--- src/sbsr_pkg.sv ---
// Purpose: Constants for the status byte and service request block
// Assumes: One clock, asynchronous active-high reset
// Notes: Bit positions of the status byte and the operation status group
package sbsr_pkg;
  localparam int SBSR_STB_W = 8;
  localparam int SBSR_OPER_W = 16;
  localparam int SBSR_ESR_W = 8;
  localparam int SBSR_BIT_ODP = 4;
  localparam int SBSR_BIT_ESS = 5;
  localparam int SBSR_BIT_RQS = 6;
  localparam int SBSR_BIT_OSS = 7;
  localparam logic [7:0] SBSR_SRE_RESET = 8'h00;
  localparam logic [7:0] SBSR_SRE_KEEP = 8'hBF;
  localparam logic [15:0] SBSR_OPER_USED = 16'h0019;
  localparam logic [15:0] SBSR_OPER_RESET = 16'h0000;
endpackage

--- src/sbsr_srq_if.sv ---
// Purpose: Carries status byte summary to the request generator
// Assumes: One clock domain
// Notes: Status side drives byte and mask, request side drives flag
`timescale 1ns/1ps
interface sbsr_srq_if;
  logic [7:0] stb;
  logic [7:0] service_request_enable;
  logic poll_done;
  logic requested;
  modport status_side (output stb, output service_request_enable, output poll_done,
    input requested);
  modport request_side (input stb, input service_request_enable, input poll_done,
    output requested);
endinterface

--- src/sbsr_srq_gen.sv ---
// Purpose: Service request flag generator
// Assumes: Status byte bit 6 is not included in stb
// Notes: Sets when any enabled status bit newly becomes set
`timescale 1ns/1ps
module sbsr_srq_gen
  import sbsr_pkg::*;
(
  // Clock and reset
  input wire logic ref_clk_in,
  input wire logic reset_in,
  // Link to status side
  sbsr_srq_if.request_side srq
);
  logic [7:0] masked;
  logic [7:0] masked_d;
  logic rise;
  // Masked byte ignoring bit 6, which cannot be enabled
  assign masked = srq.stb & srq.service_request_enable & SBSR_SRE_KEEP;
  // Per-bit edges, so a second enabled bit still requests while a
  // first one stays set after a poll
  assign rise = |(masked & ~masked_d);
  // Edge memory so a steady bit does not re-request after a poll
  always_ff @(posedge ref_clk_in or posedge reset_in) begin
    if (reset_in) begin
      masked_d <= 8'h00;
    end else begin
      masked_d <= masked;
    end
  end
  // Set wins over the poll clear so a fresh event is not lost
  always_ff @(posedge ref_clk_in or posedge reset_in) begin
    if (reset_in) begin
      srq.requested <= 1'b0;
    end else if (rise) begin
      srq.requested <= 1'b1;
    end else if (srq.poll_done) begin
      srq.requested <= 1'b0;
    end
  end
  rise_sets_a: assert property (@(posedge ref_clk_in) disable iff (reset_in)
    rise |=> srq.requested)
    else $error("request flag not set on new masked event");
  poll_clears_a: assert property (@(posedge ref_clk_in) disable iff (reset_in)
    (srq.poll_done && !rise) |=> !srq.requested)
    else $error("poll did not clear request flag");
endmodule // sbsr_srq_gen

--- src/sbsr_top.sv ---
// Purpose: Status byte, service request and operation status summary
// Assumes: Command parser decodes *SERVICE_REQUEST_ENABLE, *STB?, poll and queries into strobes
// Notes: Standard event group is external, only its bits come in
`timescale 1ns/1ps
module sbsr_top
  import sbsr_pkg::*;
#(
  parameter int OPER_W = SBSR_OPER_W
) (
  // Clock and reset
  input wire logic ref_clk_in,
  input wire logic reset_in,
  // Instrument state
  input wire logic output_data_pending_in,
  input wire logic [SBSR_ESR_W-1:0] std_event_in,
  input wire logic [SBSR_ESR_W-1:0] std_event_enable_in,
  input wire logic cal_busy_in,
  input wire logic list_busy_in,
  input wire logic meas_busy_in,
  // Serial poll
  input wire logic poll_in,
  input wire logic poll_done_in,
  output logic [7:0] poll_data_out,
  output logic service_request_out,
  // Service request enable access
  input wire logic sre_write_in,
  input wire logic [7:0] sre_data_in,
  output logic [7:0] service_request_enable_out,
  // Status byte query
  input wire logic stb_query_in,
  output logic [7:0] stb_query_data_out,
  // Operation status group access
  input wire logic oper_enable_write_in,
  input wire logic [OPER_W-1:0] oper_enable_data_in,
  input wire logic oper_event_read_in,
  output logic [OPER_W-1:0] oper_event_data_out,
  output logic [OPER_W-1:0] oper_cond_out,
  output logic [OPER_W-1:0] oper_enable_out
);
  sbsr_srq_if srq ();
  logic [OPER_W-1:0] oper_cond;
  logic [OPER_W-1:0] oper_cond_d;
  logic [OPER_W-1:0] oper_event;
  logic [OPER_W-1:0] oper_enable;
  logic [OPER_W-1:0] oper_fall;
  logic [7:0] service_request_enable;
  logic [7:0] stb;
  logic master_summary;
  logic ess;
  logic oss;

  // Condition register, unused bits held at zero
  always_comb begin
    oper_cond = '0;
    oper_cond[0] = cal_busy_in;
    oper_cond[3] = list_busy_in;
    oper_cond[4] = meas_busy_in;
  end

  // Previous condition for the negative transition filter
  always_ff @(posedge ref_clk_in or posedge reset_in) begin
    if (reset_in) begin
      oper_cond_d <= '0;
    end else begin
      oper_cond_d <= oper_cond;
    end
  end
  assign oper_fall = oper_cond_d & ~oper_cond;

  // Event register; a completion arriving with the read survives it
  always_ff @(posedge ref_clk_in or posedge reset_in) begin
    if (reset_in) begin
      oper_event <= '0;
    end else if (oper_event_read_in) begin
      oper_event <= oper_fall;
    end else begin
      oper_event <= oper_event | oper_fall;
    end
  end

  // Operation event enable, full width, unused positions meaningless
  always_ff @(posedge ref_clk_in or posedge reset_in) begin
    if (reset_in) begin
      oper_enable <= '0;
    end else if (oper_enable_write_in) begin
      oper_enable <= oper_enable_data_in;
    end
  end

  // Service request enable; position 6 always stored as zero
  always_ff @(posedge ref_clk_in or posedge reset_in) begin
    if (reset_in) begin
      service_request_enable <= SBSR_SRE_RESET;
    end else if (sre_write_in) begin
      service_request_enable <= sre_data_in & SBSR_SRE_KEEP;
    end
  end

  // Summaries follow their sources, no poll term at all
  assign ess = |(std_event_in & std_event_enable_in);
  assign oss = |(oper_event & oper_enable);

  // Status byte without bit 6; low nibble is hard zero
  always_comb begin
    stb = 8'h00;
    stb[SBSR_BIT_ODP] = output_data_pending_in;
    stb[SBSR_BIT_ESS] = ess;
    stb[SBSR_BIT_OSS] = oss;
  end

  // Master summary is live, so a query cannot disturb it
  assign master_summary = |(stb & service_request_enable);

  assign srq.stb = stb;
  assign srq.service_request_enable = service_request_enable;
  assign srq.poll_done = poll_done_in;

  sbsr_srq_gen u_srq_gen (
    .ref_clk_in(ref_clk_in),
    .reset_in(reset_in),
    .srq(srq)
  );

  // Poll byte, registered; bit 6 from the request flag
  always_ff @(posedge ref_clk_in or posedge reset_in) begin
    if (reset_in) begin
      poll_data_out <= 8'h00;
    end else if (poll_in) begin
      poll_data_out <= stb | {1'b0, srq.requested, 6'h00};
    end
  end

  // Query byte, registered; bit 6 from master summary
  always_ff @(posedge ref_clk_in or posedge reset_in) begin
    if (reset_in) begin
      stb_query_data_out <= 8'h00;
    end else if (stb_query_in) begin
      stb_query_data_out <= stb | {1'b0, master_summary, 6'h00};
    end
  end

  assign service_request_out = srq.requested;
  assign service_request_enable_out = service_request_enable;
  assign oper_event_data_out = oper_event;
  assign oper_cond_out = oper_cond;
  assign oper_enable_out = oper_enable;

  low_nibble_a: assert property (@(posedge ref_clk_in) disable iff (reset_in)
    poll_in |=> poll_data_out[3:0] == 4'h0)
    else $error("poll byte low nibble not zero");
  poll_bit6_a: assert property (@(posedge ref_clk_in) disable iff (reset_in)
    poll_in |=> poll_data_out[6] == $past(srq.requested))
    else $error("poll bit 6 not request flag");
  query_bit6_a: assert property (@(posedge ref_clk_in) disable iff (reset_in)
    stb_query_in |=> stb_query_data_out[6] == $past(master_summary))
    else $error("query bit 6 not master summary");
  poll_odp_a: assert property (@(posedge ref_clk_in) disable iff (reset_in)
    poll_in |=> poll_data_out[4] == $past(output_data_pending_in))
    else $error("poll bit 4 wrong");
  sre_bit6_a: assert property (@(posedge ref_clk_in) disable iff (reset_in)
    sre_write_in |=> service_request_enable == ($past(sre_data_in) & 8'hBF))
    else $error("enable mask write wrong");
  fall_event_a: assert property (@(posedge ref_clk_in) disable iff (reset_in)
    (oper_cond_d[4] && !oper_cond[4]) |=> oper_event[4])
    else $error("falling condition not latched");
  read_clears_a: assert property (@(posedge ref_clk_in) disable iff (reset_in)
    (oper_event_read_in && oper_fall == '0) |=> !oss)
    else $error("event read did not clear summary");
  mss_zero_a: assert property (@(posedge ref_clk_in) disable iff (reset_in)
    ((output_data_pending_in && service_request_enable[SBSR_BIT_ODP])
      || ((|(std_event_in & std_event_enable_in)) && service_request_enable[SBSR_BIT_ESS])
      || ((|(oper_event & oper_enable)) && service_request_enable[SBSR_BIT_OSS]))
      |-> master_summary)
    else $error("master summary low with enabled source set");
endmodule // sbsr_top
--- config.mk ---
export PLATFORM = sky130hd
export DESIGN_NAME = sbsr_top
export DESIGN_NICKNAME = d
export VERILOG_FILES = /design/src/sbsr_pkg.sv /design/src/sbsr_srq_if.sv /design/src/sbsr_srq_gen.sv /design/src/sbsr_top.sv
export SDC_FILE = /design/constraint.sdc
export NUM_CORES = 1
export LEC_CHECK = 0
export BUFFER_PORTS_ARGS = -buffer_cell sky130_fd_sc_hd__buf_4
export CAP_MARGIN = 40
export CORE_MARGIN = 2
export CORE_UTILIZATION = 41
export CTS_CLUSTER_DIAMETER = 120
export DETAILED_ROUTE_END_ITERATION = 10
export PLACE_DENSITY_LB_ADDON = 0.08
export REMOVE_ABC_BUFFERS = 1
export SYNTH_ARGS = -nofsm -noshare
export SYNTH_HDL_FRONTEND = slang
export SYNTH_SLANG_ARGS = --single-unit
export TNS_END_PERCENT = 30
--- constraint.sdc ---
create_clock -name ref_clk_in -period 1.54 [get_ports ref_clk_in]
set_input_delay 0.077 -clock ref_clk_in [delete_from_list [all_inputs] [get_ports ref_clk_in]]
set_output_delay 0.077 -clock ref_clk_in [all_outputs]
set_load 0.02 [all_outputs]
==> flow_summary_export.csv <==
group,metric,value,unit
power,p_int,2.04,mW
setup_path,startpoint_type,"register",
setup_path,r2r_slack,170,ps
grt,gr-total-overflow,0,
placement,dpl.hpwl,2860,um
routing,drt-initial-drc-count,16,
finish,syn2layout_area_growth,40.1,%
placement,port_buffers,88,
grt,grt_pass1_vias,1323,
grt,grt_usage,14.9,%
die,initial_core_util,42.4,%
routing,ant_nets,0,
cts,clk_pin_slew_worst_paths,80,ps
sta,setup_viol,0,
worst_hold_path,min_to,"poll_data_out[5]$_DFFE_PP0P_",
sta,fin_skew,4.30,ps
cts,cts_setup_buffers,0,
cts,postCtsHoldBufs,5,
worst_hold_path,worstHoldPathCells,2,
setup_path,path_max_fanout,3,
logic_synthesis,netlist_area,1840,um2
cts,clockBufferDepth,2,
worst_hold_path,min_path_type,"input port to register",
run,max-cap-violations,0,
power,ir_drop,0.593,mV
routing,drtPass1Iterations,4,
die,coreArea,4320,um2
status,status,"completed",
cts,clock_sinks,41,
finish,antenna_cells,0,
sta,period_needed,1370,ps
die,die_height,70.9,um
setup_path,r2r_start,"oper_event_data_out[3]$_DFF_PP0_",
finish,fin_area,2570,um2
die,ios,125,
sta,drv_slew,0,
logic_synthesis,netlist_top_cells_area,"dfrtp_1 (56%), mux2_2 (16%), buf_4 (16%)",
die,fp.dieW,70.9,um
logic_synthesis,yosys_warnings,0,
sta,worstMarginPinSlew,509,ps
die,fp-row-count,24,
logic_synthesis,synth_cells,144,
power,power.sequential.fraction,44.5,%
logic_synthesis,ys_ff_latch,41,
power,power,2.82,mW
cts,clkLatencyLatePin,280,ps
setup_path,arrival,1520,ps
sta,clock.fmax,727,MHz
logic_synthesis,avgSynthCellArea,12.7,um2
sta,hold_slack,19.1,ps
setup_path,r2r-end,"stb_query_data_out[6]$_DFFE_PP0P_",
grt,grt_pass1_wl,5940,um
placement,gp_congestion,0.745,
routing,post-route-drc-count,0,
setup_path,worst-setup-path-type,"register to register",
setup_path,critical_path.endpoint_type,"register",
routing,wl_per_cell,12.5,um
sta,hold_violations,0,
routing,avgViaCountPerCell,4.43,
logic_synthesis,synth_top_cell_area_share,55.9,%
placement,dpl-instance-area,2400,um2
power,p_clk_share,31.2,%
worst_hold_path,min_from,"poll_in",
cts,cts_made_buffers,5,
setup_path,cp_data_required_time,1690,ps
finish,layout-drive-gt1-share,52.1,%
sta,slew_headroom,66.1,%
power,p_leak,1.32,nW
routing,drt_wl_total,3660,um
grt,grt_max_degree,42,
cts,htreeDepth,2,
finish,fin_nets,291,
power,combPwrFrac,24.3,%
power,p_sw,0.783,mW
grt,antenna_found_initial,0,
cts,cts-root-buf,"clkbuf_8",
die,die_area,5030,um2
sta,rsz0062_at_grt,"false",
power,powerDensity,1100,nW/um2
logic_synthesis,post_synth_num_cell_types,20,
cts,cts_tree,"built",
power,switching_share,27.7,%
sta,period_share,89.3,%
logic_synthesis,yosys.area.top_type,"dfrtp_1",
sta,finalSetupTns,0,ps
setup_path,worst_r2r_path_depth,4,
setup_path,startpoint,"oper_event_data_out[3]$_DFF_PP0_",
routing,vias,1295,
cts,post_cts_resized,0,
logic_synthesis,yosysSeqAreaShare,55.9,%
[worst max-delay path by stage]
stage / cells after the start / endpoint / slack (ps)
after floorplan: 3 / stb_query_data_out[6]$_DFFE_PP0P_ / 210
after global placement: 4 / stb_query_data_out[6]$_DFFE_PP0P_ / 220
after detailed placement: 4 / stb_query_data_out[6]$_DFFE_PP0P_ / 170
after CTS: 4 / stb_query_data_out[6]$_DFFE_PP0P_ / 150
after global routing: 4 / u_srq_gen.srq.requested$_DFFE_PP0P_ / 70
final: 4 / stb_query_data_out[6]$_DFFE_PP0P_ / 170
[synthesized netlist by cell type, drive strengths merged]
library cell  count
o41ai             1
mux2             26
conb              1
o221ai            1
a21oi             4
clkbuf            1
buf              40
nor4              1
dfrtp            41
inv              11
nand2             1
a41oi             1
o22ai             3
a2bb2oi           1
a222oi            1
nor2              5
a22o              4
nand2b            1
[registers in the layout (all words and copies together), names as in the netlist]
signal,flops
oper_cond_d,3
oper_event_data_out,3
u_srq_gen.masked_d,3
oper_enable_out,16
stb_query_data_out,4
poll_data_out,4
u_srq_gen.srq.requested,1
service_request_enable_out,7
[worst max-delay path, stage by stage (launching register included)]
cell	delay, ps
dfrtp_1	400
a222oi_1	360
buf_4	180
nand2b_1	170
a41oi_1	130
[final cells by class]
class / count / area, um2
Timing Repair Buffer: 95 / 726
Fill cell: 369 / 1750
Sequential cell: 41 / 1030
Multi-Input combinational cell: 85 / 597
Inverter: 11 / 41.3
Clock buffer: 7 / 86.3
Clock inverter: 1 / 30.0
Tap cell: 52 / 65.1
[logic make-up after synthesis]
kind of cell / share of synthesized area [%]
compound gates: 7.50
simple gates: 1.91
mux: 16.0
other cells: 0.204
buf+inv: 18.5
flops: 55.9
[through the flow]
step	setup WS, ps	instances	utilization (%)
2_1_floorplan	212	137	-
3_3_place_gp	215	279	55.6
3_5_place_dp	173	279	55.6
4_1_cts	153	292	59.5
5_1_grt	68.0	292	59.5
6_report	165	292	59.5
[power by group through the flow]
stage	logic (mW)	clock network, mW	registers, mW
6_report	0.685	0.881	1.26
5_1_grt	0.734	0.952	1.27
4_1_cts	0.694	0.914	1.26
3_5_place_dp	0.683	0	1.28
3_3_place_gp	0.673	0	1.27
2_1_floorplan	0.226	0	1.39
[per-layer routing]
| layer | share of wire (%) | routed length, um | global-route usage [%] | vias up |
|---|---|---|---|---|
| li1 | - | - | - | 598 |
| met3 | 10 | 379 | 4.84 | 5 |
| met5 | 0 | 0 | 0 | - |
| met2 | 51 | 1860 | 26.5 | 74 |
| met1 | 38 | 1380 | 17.0 | 618 |
| met4 | 1.1 | 40 | 5.03 | 0 |
[cells in the final DEF, fill, tap and decap left out, drive strengths merged]
cell type and instances:
nor2 5, o22ai 3, nor4 1, a41oi 1
dfrtp 41, bufinv 1, a2bb2oi 1, clkbuf 7
a22o 4, inv 11, a222oi 1, a21oi 4
nand2 1, conb 35, mux2 26, o221ai 1
buf 90, dlygate4sd3 5, nand2b 1, o41ai 1
Note: power is estimated with default switching activity, not from simulation.
